**src/eti_pkg.sv**
```systemverilog
// Purpose: shared constants for the event timer interrupt routing block
// Assumes: 20 MHz system clock, eight timers on one main counter
// Notes:   capability tables are fixed by the hardware
package eti_pkg;

    // ========================================================
    // sizes
    localparam int ETI_NUM_TIMERS = 8;
    localparam int ETI_PIC_LINES  = 16;
    localparam int ETI_APIC_LINES = 24;
    localparam int ETI_ROUTE_W    = 5;

    // ========================================================
    // general configuration word
    localparam logic [7:0] ETI_GEN_CFG_OFS = 8'h10;
    localparam int         ETI_ENABLE_BIT  = 0;
    localparam int         ETI_LEGACY_BIT  = 1;

    // ========================================================
    // legacy replacement line numbers
    localparam int ETI_LEG_T0_PIC  = 0;
    localparam int ETI_LEG_T0_APIC = 2;
    localparam int ETI_LEG_T1_PIC  = 8;
    localparam int ETI_LEG_T1_APIC = 8;

    // ========================================================
    // capabilities, one entry per timer (index 0 rightmost)
    localparam logic [7:0][31:0] ETI_ROUTE_CAP = {
        32'h0000_0000, 32'h0000_0000, 32'h0000_0000, 32'h0000_0000,
        32'h00f0_1000, 32'h00f0_0800, 32'h00f0_0000, 32'h00f0_0000};
    localparam logic [31:0] ETI_PIC_OK_MASK  = 32'h0000_ffff;
    localparam logic [7:0]  ETI_PERIODIC_CAP = 8'h01;
    localparam logic [7:0]  ETI_WIDE_CAP     = 8'h01;

    // ========================================================
    // reset values
    localparam logic [63:0] ETI_CNT_RST = 64'h0000_0000_0000_0000;
    localparam logic [63:0] ETI_CMP_RST = 64'hffff_ffff_ffff_ffff;

    // ========================================================
    // timing
    localparam int ETI_CLK_PERIOD_NS  = 50;
    localparam int ETI_MIN_PERIOD_NS  = 5000;
    localparam int ETI_MIN_PERIOD_CYC =
        (ETI_MIN_PERIOD_NS + ETI_CLK_PERIOD_NS - 1) / ETI_CLK_PERIOD_NS;

    typedef enum logic {ETI_MSG_IDLE, ETI_MSG_SEND} eti_msg_state_e;

endpackage : eti_pkg

```
**src/eti_link_if.sv**
```systemverilog
// Purpose: link between the timer block and the interrupt controllers
// Assumes: one clock shared by both ends
// Notes:   all lines active high
interface eti_link_if;
    logic [15:0] pic_line;
    logic [23:0] apic_line;
    logic        pit_block;
    logic        rtc_block;
    logic        msg_valid;
    logic [31:0] msg_addr;
    logic [31:0] msg_data;
    logic        msg_ready;

    modport dev (
        output pic_line, apic_line, pit_block, rtc_block,
        output msg_valid, msg_addr, msg_data,
        input  msg_ready
    );
    modport ctl (
        input  pic_line, apic_line, pit_block, rtc_block,
        input  msg_valid, msg_addr, msg_data,
        output msg_ready
    );
endinterface : eti_link_if

```
**src/eti_timer.sv**
```systemverilog
// Purpose: event timer with comparators, line routing and message writes
// Assumes: config inputs are synchronous and held by software
// Notes:   write pulses act for one cycle each
//
// How it works
// - legacy select: t0 to 0/2, t1 to 8
// - legacy select still allows message writes
// - per timer route field, capability readable
// - timers 0,1 use apic lines 20-23 only
// - timer 2: line 11 both, 20-23 apic
// - timer 3: line 12 both, 20-23 apic
// - timers 4-7 deliver only by message
// - software uses edge mode for messages
// - message writes payload to target address
// - message enable suppresses line outputs
// - one-shot fires on every counter match
// - one-shot comparator changed only by software
// - direct write loads comparator halves directly
// - timer 0 32 or 64 bit, others 32
// - software keeps periods at least 5 us
// - all timers support one-shot
// - periodic match adds last written value
// - periodic read shows next match point
// - only timer 0 periodic, capability readable
// - software uses level mode when sharing
// - legacy controller lines driven active high
// - overall enable gates all interrupts
// - counter counts every clock while enabled
module eti_timer
    import eti_pkg::*;
#(
    parameter int NUM_TIMERS = ETI_NUM_TIMERS
) (
    input  wire logic                    sys_clk_in,
    input  wire logic                    resetn_in,
    eti_link_if.dev                      link,
    input  wire logic [1:0]              gen_cfg_in,
    input  wire logic [7:0]              int_enable_in,
    input  wire logic [7:0]              level_mode_in,
    input  wire logic [7:0]              periodic_in,
    input  wire logic                    mode64_in,
    input  wire logic [7:0]              msg_delivery_enable_in,
    input  wire logic [7:0][4:0]         irq_route_select_in,
    input  wire logic [7:0][31:0]        msg_target_address_in,
    input  wire logic [7:0][31:0]        msg_payload_value_in,
    input  wire logic [7:0]              comparator_direct_write_in,
    input  wire logic                    cmp_wr_in,
    input  wire logic [2:0]              wr_timer_in,
    input  wire logic                    wr_hi_in,
    input  wire logic [31:0]             wr_data_in,
    input  wire logic                    cnt_wr_in,
    input  wire logic [7:0]              int_clear_in,
    input  wire logic [2:0]              rd_timer_in,
    output logic      [63:0]             counter_out,
    output logic      [63:0]             cmp_rd_data_out,
    output logic      [31:0]             route_cap_out,
    output logic                         periodic_cap_out,
    output logic      [7:0]              int_status_out
);

    initial begin
        if (NUM_TIMERS != ETI_NUM_TIMERS) begin
            $error("eti_timer supports exactly eight timers");
        end
    end

    // ========================================================
    // routing decode
    function automatic logic [39:0] route_vec(input int t,
                                              input logic [4:0] sel,
                                              input logic legacy);
        logic [31:0] one;
        logic [39:0] v;
        one = 32'h1 << sel;
        v   = '0;
        if (legacy && t == 0) begin
            v[ETI_LEG_T0_PIC]       = 1'b1;
            v[16 + ETI_LEG_T0_APIC] = 1'b1;
        end else if (legacy && t == 1) begin
            v[ETI_LEG_T1_PIC]       = 1'b1;
            v[16 + ETI_LEG_T1_APIC] = 1'b1;
        end else if ((one & ETI_ROUTE_CAP[t]) != '0) begin
            v[16 +: 24] = one[23:0];
            v[15:0]     = one[15:0] & ETI_PIC_OK_MASK[15:0];
        end
        return v;
    endfunction : route_vec

    // ========================================================
    // state
    logic [63:0]       cnt,       next_cnt;
    logic [7:0][63:0]  cmp,       next_cmp;
    logic [7:0][63:0]  period,    next_period;
    logic [7:0]        val_set,   next_val_set;
    logic [7:0]        status,    next_status;
    logic [7:0]        edge_q,    next_edge_q;
    logic [7:0]        pending,   next_pending;
    eti_msg_state_e    mstate,    next_mstate;
    logic              mvalid,    next_mvalid;
    logic [31:0]       maddr,     next_maddr;
    logic [31:0]       mdata,     next_mdata;
    logic [15:0]       pic,       next_pic;
    logic [23:0]       apic,      next_apic;
    logic              legacy_q,  next_legacy_q;
    logic [63:0]       rd_cmp,    next_rd_cmp;
    logic [31:0]       rd_cap,    next_rd_cap;
    logic              rd_per,    next_rd_per;

    logic              en;
    logic              legacy;
    logic [7:0]        fire;
    logic [7:0]        grant;

    assign en     = gen_cfg_in[ETI_ENABLE_BIT];
    assign legacy = gen_cfg_in[ETI_LEGACY_BIT];

    // ========================================================
    // next state
    always_comb begin
        logic        wide;
        logic        per;
        logic        hit;
        logic        line;
        logic [39:0] rv;
        next_cnt     = cnt;
        next_cmp     = cmp;
        next_period  = period;
        next_val_set = val_set | comparator_direct_write_in;
        fire         = '0;
        grant        = '0;
        next_pic     = '0;
        next_apic    = '0;
        wide         = 1'b0;
        per          = 1'b0;
        hit          = 1'b0;
        line         = 1'b0;
        rv           = '0;
        if (en) begin
            next_cnt = cnt + 64'h1;
        end
        if (cnt_wr_in) begin
            if (wr_hi_in) begin
                next_cnt[63:32] = wr_data_in;
            end else begin
                next_cnt[31:0] = wr_data_in;
            end
        end
        for (int t = 0; t < ETI_NUM_TIMERS; t++) begin
            wide = ETI_WIDE_CAP[t] && mode64_in;
            per  = ETI_PERIODIC_CAP[t] && periodic_in[t];
            hit  = wide ? (cnt == cmp[t]) : (cnt[31:0] == cmp[t][31:0]);
            fire[t] = en && hit && int_enable_in[t];
            if (en && hit && per) begin
                next_cmp[t] = cmp[t] + period[t];
                if (!wide) begin
                    next_cmp[t][63:32] = '0;
                end
            end
            // one-shot comparator only changes below
            if (cmp_wr_in && wr_timer_in == 3'(t)
                    && (wide || !wr_hi_in)) begin
                if (wr_hi_in) begin
                    next_period[t][63:32] = wr_data_in;
                end else begin
                    next_period[t][31:0] = wr_data_in;
                end
                if (!per || val_set[t]) begin
                    if (wr_hi_in) begin
                        next_cmp[t][63:32] = wr_data_in;
                    end else begin
                        next_cmp[t][31:0] = wr_data_in;
                    end
                end
                next_val_set[t] = comparator_direct_write_in[t];
            end
            line = en && int_enable_in[t] && !msg_delivery_enable_in[t]
                && (level_mode_in[t] ? status[t] : edge_q[t]);
            rv = route_vec(t, irq_route_select_in[t], legacy);
            if (line) begin
                next_pic  = next_pic | rv[15:0];
                next_apic = next_apic | rv[39:16];
            end
        end
        // set wins over clear
        next_status  = (status & ~int_clear_in) | fire;
        next_edge_q  = fire & ~level_mode_in & ~msg_delivery_enable_in;
        next_legacy_q = legacy;
        // message delivery
        next_mstate  = mstate;
        next_mvalid  = mvalid;
        next_maddr   = maddr;
        next_mdata   = mdata;
        unique case (mstate)
            ETI_MSG_IDLE: begin
                for (int t = ETI_NUM_TIMERS - 1; t >= 0; t--) begin
                    if (en && pending[t]) begin
                        grant = 8'h1 << t;
                    end
                end
                for (int t = 0; t < ETI_NUM_TIMERS; t++) begin
                    if (grant[t]) begin
                        next_maddr = msg_target_address_in[t];
                        next_mdata = msg_payload_value_in[t];
                    end
                end
                if (grant != '0) begin
                    next_mvalid = 1'b1;
                    next_mstate = ETI_MSG_SEND;
                end
            end
            ETI_MSG_SEND: begin
                if (link.msg_ready) begin
                    next_mvalid = 1'b0;
                    next_mstate = ETI_MSG_IDLE;
                end
            end
        endcase
        next_pending = (pending & ~grant) | (fire & msg_delivery_enable_in);
        next_rd_cmp  = cmp[rd_timer_in];
        next_rd_cap  = ETI_ROUTE_CAP[rd_timer_in];
        next_rd_per  = ETI_PERIODIC_CAP[rd_timer_in];
    end

    // ========================================================
    // registers
    always_ff @(posedge sys_clk_in or negedge resetn_in) begin
        if (!resetn_in) begin
            cnt      <= ETI_CNT_RST;
            cmp      <= {ETI_NUM_TIMERS{ETI_CMP_RST}};
            period   <= {ETI_NUM_TIMERS{ETI_CMP_RST}};
            val_set  <= '0;
            status   <= '0;
            edge_q   <= '0;
            pending  <= '0;
            mstate   <= ETI_MSG_IDLE;
            mvalid   <= 1'b0;
            maddr    <= '0;
            mdata    <= '0;
            pic      <= '0;
            apic     <= '0;
            legacy_q <= 1'b0;
            rd_cmp   <= '0;
            rd_cap   <= '0;
            rd_per   <= 1'b0;
        end else begin
            cnt      <= next_cnt;
            cmp      <= next_cmp;
            period   <= next_period;
            val_set  <= next_val_set;
            status   <= next_status;
            edge_q   <= next_edge_q;
            pending  <= next_pending;
            mstate   <= next_mstate;
            mvalid   <= next_mvalid;
            maddr    <= next_maddr;
            mdata    <= next_mdata;
            pic      <= next_pic;
            apic     <= next_apic;
            legacy_q <= next_legacy_q;
            rd_cmp   <= next_rd_cmp;
            rd_cap   <= next_rd_cap;
            rd_per   <= next_rd_per;
        end
    end

    // ========================================================
    // outputs
    assign link.pic_line  = pic;
    assign link.apic_line = apic;
    assign link.pit_block = legacy_q;
    assign link.rtc_block = legacy_q;
    assign link.msg_valid = mvalid;
    assign link.msg_addr  = maddr;
    assign link.msg_data  = mdata;
    assign counter_out      = cnt;
    assign cmp_rd_data_out  = rd_cmp;
    assign route_cap_out    = rd_cap;
    assign periodic_cap_out = rd_per;
    assign int_status_out   = status;

endmodule : eti_timer

```
**src/flat_wrapper.sv**
```systemverilog
// flat-port wrapper written by rule: the top's interface ports become plain ports
module eti_timer_flat import eti_pkg::*;
#(
    parameter int NUM_TIMERS = ETI_NUM_TIMERS
)
  (sys_clk_in, resetn_in, gen_cfg_in, int_enable_in, level_mode_in, periodic_in, mode64_in, msg_delivery_enable_in, irq_route_select_in, msg_target_address_in, msg_payload_value_in, comparator_direct_write_in, cmp_wr_in, wr_timer_in, wr_hi_in, wr_data_in, cnt_wr_in, int_clear_in, rd_timer_in, counter_out, cmp_rd_data_out, route_cap_out, periodic_cap_out, int_status_out, link_pic_line, link_apic_line, link_pit_block, link_rtc_block, link_msg_valid, link_msg_addr, link_msg_data, link_msg_ready);
  eti_link_if link_i ();
  input  wire logic sys_clk_in;
  input  wire logic resetn_in;
  input  wire logic [1:0] gen_cfg_in;
  input  wire logic [7:0] int_enable_in;
  input  wire logic [7:0] level_mode_in;
  input  wire logic [7:0] periodic_in;
  input  wire logic mode64_in;
  input  wire logic [7:0] msg_delivery_enable_in;
  input  wire logic [7:0][4:0] irq_route_select_in;
  input  wire logic [7:0][31:0] msg_target_address_in;
  input  wire logic [7:0][31:0] msg_payload_value_in;
  input  wire logic [7:0] comparator_direct_write_in;
  input  wire logic cmp_wr_in;
  input  wire logic [2:0] wr_timer_in;
  input  wire logic wr_hi_in;
  input  wire logic [31:0] wr_data_in;
  input  wire logic cnt_wr_in;
  input  wire logic [7:0] int_clear_in;
  input  wire logic [2:0] rd_timer_in;
  output logic      [63:0] counter_out;
  output logic      [63:0] cmp_rd_data_out;
  output logic      [31:0] route_cap_out;
  output logic periodic_cap_out;
  output logic      [7:0] int_status_out;
  output wire logic [$bits(link_i.pic_line)-1:0] link_pic_line;
  output wire logic [$bits(link_i.apic_line)-1:0] link_apic_line;
  output wire logic [$bits(link_i.pit_block)-1:0] link_pit_block;
  output wire logic [$bits(link_i.rtc_block)-1:0] link_rtc_block;
  output wire logic [$bits(link_i.msg_valid)-1:0] link_msg_valid;
  output wire logic [$bits(link_i.msg_addr)-1:0] link_msg_addr;
  output wire logic [$bits(link_i.msg_data)-1:0] link_msg_data;
  input wire logic [$bits(link_i.msg_ready)-1:0] link_msg_ready;
  assign link_pic_line = link_i.pic_line;
  assign link_apic_line = link_i.apic_line;
  assign link_pit_block = link_i.pit_block;
  assign link_rtc_block = link_i.rtc_block;
  assign link_msg_valid = link_i.msg_valid;
  assign link_msg_addr = link_i.msg_addr;
  assign link_msg_data = link_i.msg_data;
  assign link_i.msg_ready = link_msg_ready;
  eti_timer #(.NUM_TIMERS(NUM_TIMERS)) u_core (.sys_clk_in(sys_clk_in), .resetn_in(resetn_in), .link(link_i), .gen_cfg_in(gen_cfg_in), .int_enable_in(int_enable_in), .level_mode_in(level_mode_in), .periodic_in(periodic_in), .mode64_in(mode64_in), .msg_delivery_enable_in(msg_delivery_enable_in), .irq_route_select_in(irq_route_select_in), .msg_target_address_in(msg_target_address_in), .msg_payload_value_in(msg_payload_value_in), .comparator_direct_write_in(comparator_direct_write_in), .cmp_wr_in(cmp_wr_in), .wr_timer_in(wr_timer_in), .wr_hi_in(wr_hi_in), .wr_data_in(wr_data_in), .cnt_wr_in(cnt_wr_in), .int_clear_in(int_clear_in), .rd_timer_in(rd_timer_in), .counter_out(counter_out), .cmp_rd_data_out(cmp_rd_data_out), .route_cap_out(route_cap_out), .periodic_cap_out(periodic_cap_out), .int_status_out(int_status_out));
endmodule
```
**config.mk**
```make
export PLATFORM = sky130hd
export DESIGN_NAME = eti_timer_flat
export DESIGN_NICKNAME = d
export VERILOG_FILES = /design/src/eti_pkg.sv /design/src/eti_link_if.sv /design/src/eti_timer.sv /design/src/flat_wrapper.sv
export SDC_FILE = /design/constraint.sdc
export NUM_CORES = 2
export LEC_CHECK = 0
export ABC_AREA = 1
export BUFFER_PORTS_ARGS = -buffer_cell sky130_fd_sc_hd__buf_2
export CORE_AREA = 2 2 355 357
export CTS_BUF_LIST = sky130_fd_sc_hd__clkbuf_16
export CTS_CLUSTER_SIZE = 10
export DETAILED_ROUTE_END_ITERATION = 10
export DIE_AREA = 0 0 357 359
export PLACE_DENSITY = 0.59
export SYNTH_ARGS = -nofsm -noshare
export SYNTH_HDL_FRONTEND = slang
export SYNTH_SLANG_ARGS = --single-unit
```
**constraint.sdc**
```tcl
create_clock -name sys_clk_in -period 2.3 [get_ports sys_clk_in]
set_input_delay 0.115 -clock sys_clk_in [delete_from_list [all_inputs] [get_ports sys_clk_in]]
set_output_delay 0.115 -clock sys_clk_in [all_outputs]
set_load 0.02 [all_outputs]
```
# --- Yosys cells after proc, flatten, opt, wreduce, memory -nomap -nowiden ---
# Memories as Yosys holds them, arrays and structs flattened. A register that Yosys moved wholly into a read port is not among the register bits.
# Index checks and enable logic that the tools add are counted.
op_classes:
  eq_ne: 18
  n_bitwise: 20
  add_sub_neg: 2
  magnitude_cmp: 1
  reduce_logical: 87
  shift: 4
  n_mux: 78
ops:
  columns: ["op", "count"]
  rows:
  - ["$mux 32", 21]
  - ["$mux 64", 6]
  - ["$eq 32x32->1", 8]
  - ["$bmux 64 s3", 1]
  - ["$mux 40", 4]
  - ["$reduce_bool 32->1", 4]
  - ["$mux 24", 4]
  - ["$shl 1x5->24 const A", 4]
  - ["$mux 8", 11]
  - ["$or 24x24->24", 3]
  - ["$add 64x1->64 const B", 1]
  - ["$add 64x64->64", 1]
  - ["$eq 64x64->1", 1]
  - ["$mux 16", 4]
  - ["$logic_and 1x1->1", 53]
  - ["$or 16x16->16", 3]
  - ["$reduce_and 2->1", 18]
  - ["$mux 15", 2]
  - ["$and 8x8->8", 3]
  - ["$or 8x8->8", 3]
  - ["$mux 1", 21]
  - ["$mux 21", 1]
  - ["$mux 17", 1]
  - ["$not 8->8", 2]
  - ["other kinds (14)", 30]
totals:
  in_bits: 647
  register_bits: 839
  memories: 2
  romBits: 264
  output_inout_bits: 276
memory_table:
  columns: ["name", "depth", "width", "rd", "rd_clocked_by_memory_dff", "write_ports", "line_no", "source"]
  rows:
  - ["(name not given)", 8, 32, 1, 1, 0, "eti_timer.sv:220", "next_rd_cap = ETI_ROUTE_CAP[rd_timer_in];"]
  - ["(name not given)", 8, 1, 1, 1, 0, "eti_timer.sv:221", "next_rd_per = ETI_PERIODIC_CAP[rd_timer_in];"]

# --- Longest topological paths before layout ---
logic_depth:
  ltp_word: 18
  mapped_depth: 18

# --- Least setup slack after synthesis ---
# No wires, ideal clock.
synth_timing:
  kind: "reg-to-reg"
  startpoint: "register u_core.period[0] (netlist bit)"
  endpoint: "register u_core.cmp[60] (netlist bit)"
  period_less_slack_ps: 2061
  n_path_buf: 0
  setup_ps: 73
  setup_slack_ps: 239
  stages_incl_launch_ff: 16
  t_arrival_ps: 1988
  path_cell_list: "dfstp_2 -> ha_1 -> fa_1 -> nand3_1 -> nand3_1 -> nand2_1 -> nand2_1 -> nand2_1 -> nand2_1 -> nand2_1 -> nand2_1 -> nand2_1 -> nand2_1 -> nand2_1 -> nand3_1 -> a21oi_1"
synth_lines:
  columns: ["item", "line_no", "source"]
  rows:
  - ["start: declaration", "eti_timer.sv:93", "logic [7:0][63:0] period, next_period;"]
  - ["start signal: assignment", "eti_timer.sv:230", "period <= {ETI_NUM_TIMERS{ETI_CMP_RST}};"]
  - ["start signal: assignment", "eti_timer.sv:248", "period <= next_period;"]
  - ["end signal: assignment", "eti_timer.sv:229", "cmp <= {ETI_NUM_TIMERS{ETI_CMP_RST}};"]
  - ["end signal: assignment", "eti_timer.sv:247", "cmp <= next_cmp;"]
  - ["end: declaration", "eti_timer.sv:92", "logic [7:0][63:0] cmp, next_cmp;"]

==> impl_metrics.json <==
{
  "outcome": "complete, but fails checks",
  "violations": "hold timing, setup timing",
  "clk_latency_ns": 0.75,
  "yosys.area_share.simple_pct": 26.5,
  "yosys.area.top_type_share_pct": 30.0,
  "nets": 9681,
  "initial_core_util_pct": 40.5,
  "finalCriticalPeriod_ns": 2.53,
  "timing.hold.ws_ns": -0.00561,
  "hpwl_um": 225000,
  "dr.pass1.iters": 6,
  "gp_congestion": 1.08,
  "met2_usage_pct": 63.8,
  "first_global_vias": 55000,
  "final_util_pct": 59.6,
  "whs_endpoint": "u_core.link.msg_data[31]",
  "grt_pass1_wl_um": 402000,
  "path_clk_slew_ns": 0.06,
  "hold_depth": 7,
  "drt-wirelength-per-cell_um": 27.6,
  "endpoint_kind": "flop",
  "tightestPinTransition_ns": 1.06,
  "path_class": "flop to flop",
  "hp-start": "msg_payload_value_in[159]",
  "period_share_pct": 110,
  "drv_slew": 0,
  "hold_viol": 1,
  "power.total_mw": 58.7,
  "yosysUniqueCellTypes": 53,
  "fmax_mhz": 396,
  "pre_cts_slack_ns": -0.708,
  "p_leak_nw": 36.4,
  "dp.cells": 9983,
  "viasPerCell": 5.49,
  "synth_top_family_by_area": "simple AND/OR/NAND/NOR gates",
  "cts_tree": "done",
  "slew_headroom_pct": 29.3,
  "grt_use_met3_pct": 10.0,
  "reg2reg_depth": 18,
  "r2r-end": "u_core.cmp[6]",
  "synthTopCellsByArea": "dfstp_2, nand2_1, dfrtp_1, o21ai_0, inv_1",
  "antenna_found_initial": 21,
  "fin_ws_ns": -0.227,
  "ir_drop_uv": 808,
  "yosys.area_share.adder_pct": 1.63,
  "drive_gt1_share_pct": 36.5,
  "synth.avg_cell_area_sq_um": 7.05,
  "synth_xor_area_share_pct": 3.12,
  "setup_viol_count_final": 131,
  "drtAntennaViolNets": 0,
  "area_growth_pct": 47.1,
  "hold_path.class": "input port to flop",
  "core_sq_um": 125000,
  "fill_cells": 11700,
  "row_count": 130,
  "power_density_nw_per_um2": 791,
  "cts_num_sinks": 822,
  "grt_overflow": 0,
  "grt_max_degree": 84,
  "syn_inst": 7167,
  "skew_ns": 0.0682,
  "synth.area.mux_share_pct": 0.0223,
  "ys_ff_latch": 822,
  "io_pins": 923,
  "cts-root-buf": "clkbuf_16",
  "drv_cap": 0,
  "grt_use_total_pct": 43.8,
  "start_kind": "flop",
  "cts_htree_levels": 3,
  "yosysWarningCount": 0,
  "cts_buffers": 100,
  "synth.yosys.seq_area_share_pct": 42.2,
  "final_cells": 10700,
  "grtUsageMet1_pct": 57.2,
  "rsz0062_at_grt": "true",
  "crit_fanout": 4,
  "critPathRequiredTime_ns": 2.98,
  "r2r-start": "u_core.cmp[37]",
  "port_buffers": 858,
  "drc": 0,
  "drt_iter0_markers": 7370,
  "die_h_um": 359,
  "die_w_um": 357,
  "synth_area_leader_cell": "dfstp_2",
  "r2r_slack_ns": -0.23,
  "grt.busiest_layer": "met2",
  "critPathArrivalTime_ns": 3.21,
  "die_area_sq_um": 128000,
  "num_vias": 58800,
  "synth_compound_area_share_pct": 15.4,
  "cts_max_path_buffers": 3,
  "syn_area_sq_um": 50500,
  "routed_wl_um": 296000
}
==> final cells by class <==
cell class	instances	area [sq um]	share of cell area, %
antenna	12	30.0	0.0404
inverter	803	3040	4.09
timing repair buffer	2276	17700	23.9
sequential	822	21300	28.7
clock buffer	100	2500	3.37
tap	1650	2060	2.78
timing repair inverter	1	11.3	0.0152
multi-input combinational	4965	27100	36.5
clock inverter	77	509	0.686
==> cell usage in the layout (no fill, tap or decap), types with 170 or more instances in the layout <==
cell type | synthesis | layout
dfstp_2 | 576 | 576
buf_2 | 74 | 855
nand2_1 | 2088 | 1887
nor2_1 | 724 | 600
nand3_1 | 247 | 170
o21ai_0 | 753 | 684
dfrtp_1 | 246 | 227
inv_1 | 776 | 796
buf_4 | 56 | 850
dlygate4sd3_1 | 0 | 384
==> metal layers <==
metal | part of all wire, % | up-vias | wire, um
met5 | 0.022 | - | 64
met2 | 42 | 3315 | 124000
met3 | 10 | 735 | 30300
met1 | 39 | 28400 | 116000
li1 | - | 26400 | -
met4 | 8.5 | 10 | 25000
==> stage by stage <==
step,setup TNS [ns],area (sq um)
after global placement,-37.78,61900
after detailed placement,-35.31,61900
after CTS,-4.28,71300
after global routing,-22.42,74300
after floorplan,0,50700
final,-13.77,74300
==> registers in the layout (all words and copies together) (netlist names), 8 cells and up <==
name                    cells
u_core.cmp                512
u_core.cmp_rd_data_out     64
u_core.counter_out         64
u_core.int_status_out       8
u_core.link.apic_line      11
u_core.link.msg_addr       32
u_core.link.msg_data       32
u_core.link.pic_line       15
u_core.pending              8
u_core.period              64
==> repair_timing <==
action / 4_1_cts / 5_1_grt
pin swaps: 66 / 144
endpoints found under the hold margin: 552 / 0
gates cloned: 15 / 16
hold buffers: 384 / 0
buffers inserted: 56 / 72
setup endpoints to repair: 125 / 174
gates resized for setup: 429 / 571
==> synth_stat cells (all sizes together) <==
cell	count
a21oi	217
o21ai	790
nand4	84
and2	1
nand3	250
o221ai	3
conb	1
fa	1
xor2	118
o211ai	29
ha	64
buf	155
o31ai	1
nor4b	2
xnor2	62
a22oi	79
o22ai	30
o2111ai	18
nand3b	17
nor3b	3
a31oi	30
or2	15
clkinv	1
dfrtp	246
clkbuf	464
dfstp	576
inv	802
and3b	1
o21bai	69
a2111oi	1
nor4	35
a21o	1
and3	4
mux2	1
nor2	731
nor3	81
a221oi	81
nand2	2090
a211oi	13
==> power breakdown <==
part	switching, mW	internal, mW
clock network	6.91	8.02
registers	2.22	17.4
logic	14.2	10.0
==> critical path, stage by stage (launching register included) <==
cell     delay (ns)
dfstp_2        0.64
inv_2          0.05
nand2_1        0.05
nand2_1        0.08
inv_1          0.08
nand2_2        0.06
nor2_2         0.11
nand2_2        0.07
nor2_4         0.22
nand2_4        0.12
nand2_4        0.11
nand3_4        0.15
buf_8          0.20
buf_6          0.13
buf_16         0.13
nand2_1        0.05
nand3_1        0.06
o21ai_1        0.08
inv_1          0.06
==> cells by family after synthesis <==
logic type               Yosys count
AND/OR/NAND/NOR                 3314
multiplexers                       1
flip-flops                       822
buffers and inverters           1422
adder cells (fa/ha/maj)           65
other                              1
XOR/XNOR                         180
AO/OA/AOI/OAI                   1362
==> worst max-delay path by stage <==
stage	start	end	slack, ns	cells after the start
after detailed placement	gen_cfg_in[0]	u_core.link.msg_addr[2]	-0.71	13
after global routing	u_core.cmp[37]	u_core.cmp[24]	-0.29	17
after CTS	u_core.cmp[0]	u_core.cmp[37]	-0.13	16
final	u_core.cmp[37]	u_core.cmp[6]	-0.23	18
after floorplan	u_core.period[0]	u_core.cmp[60]	0.24	15
after global placement	gen_cfg_in[0]	u_core.link.msg_addr[2]	-0.79	13
No activity file was read; power rests on OpenSTA's default activity.
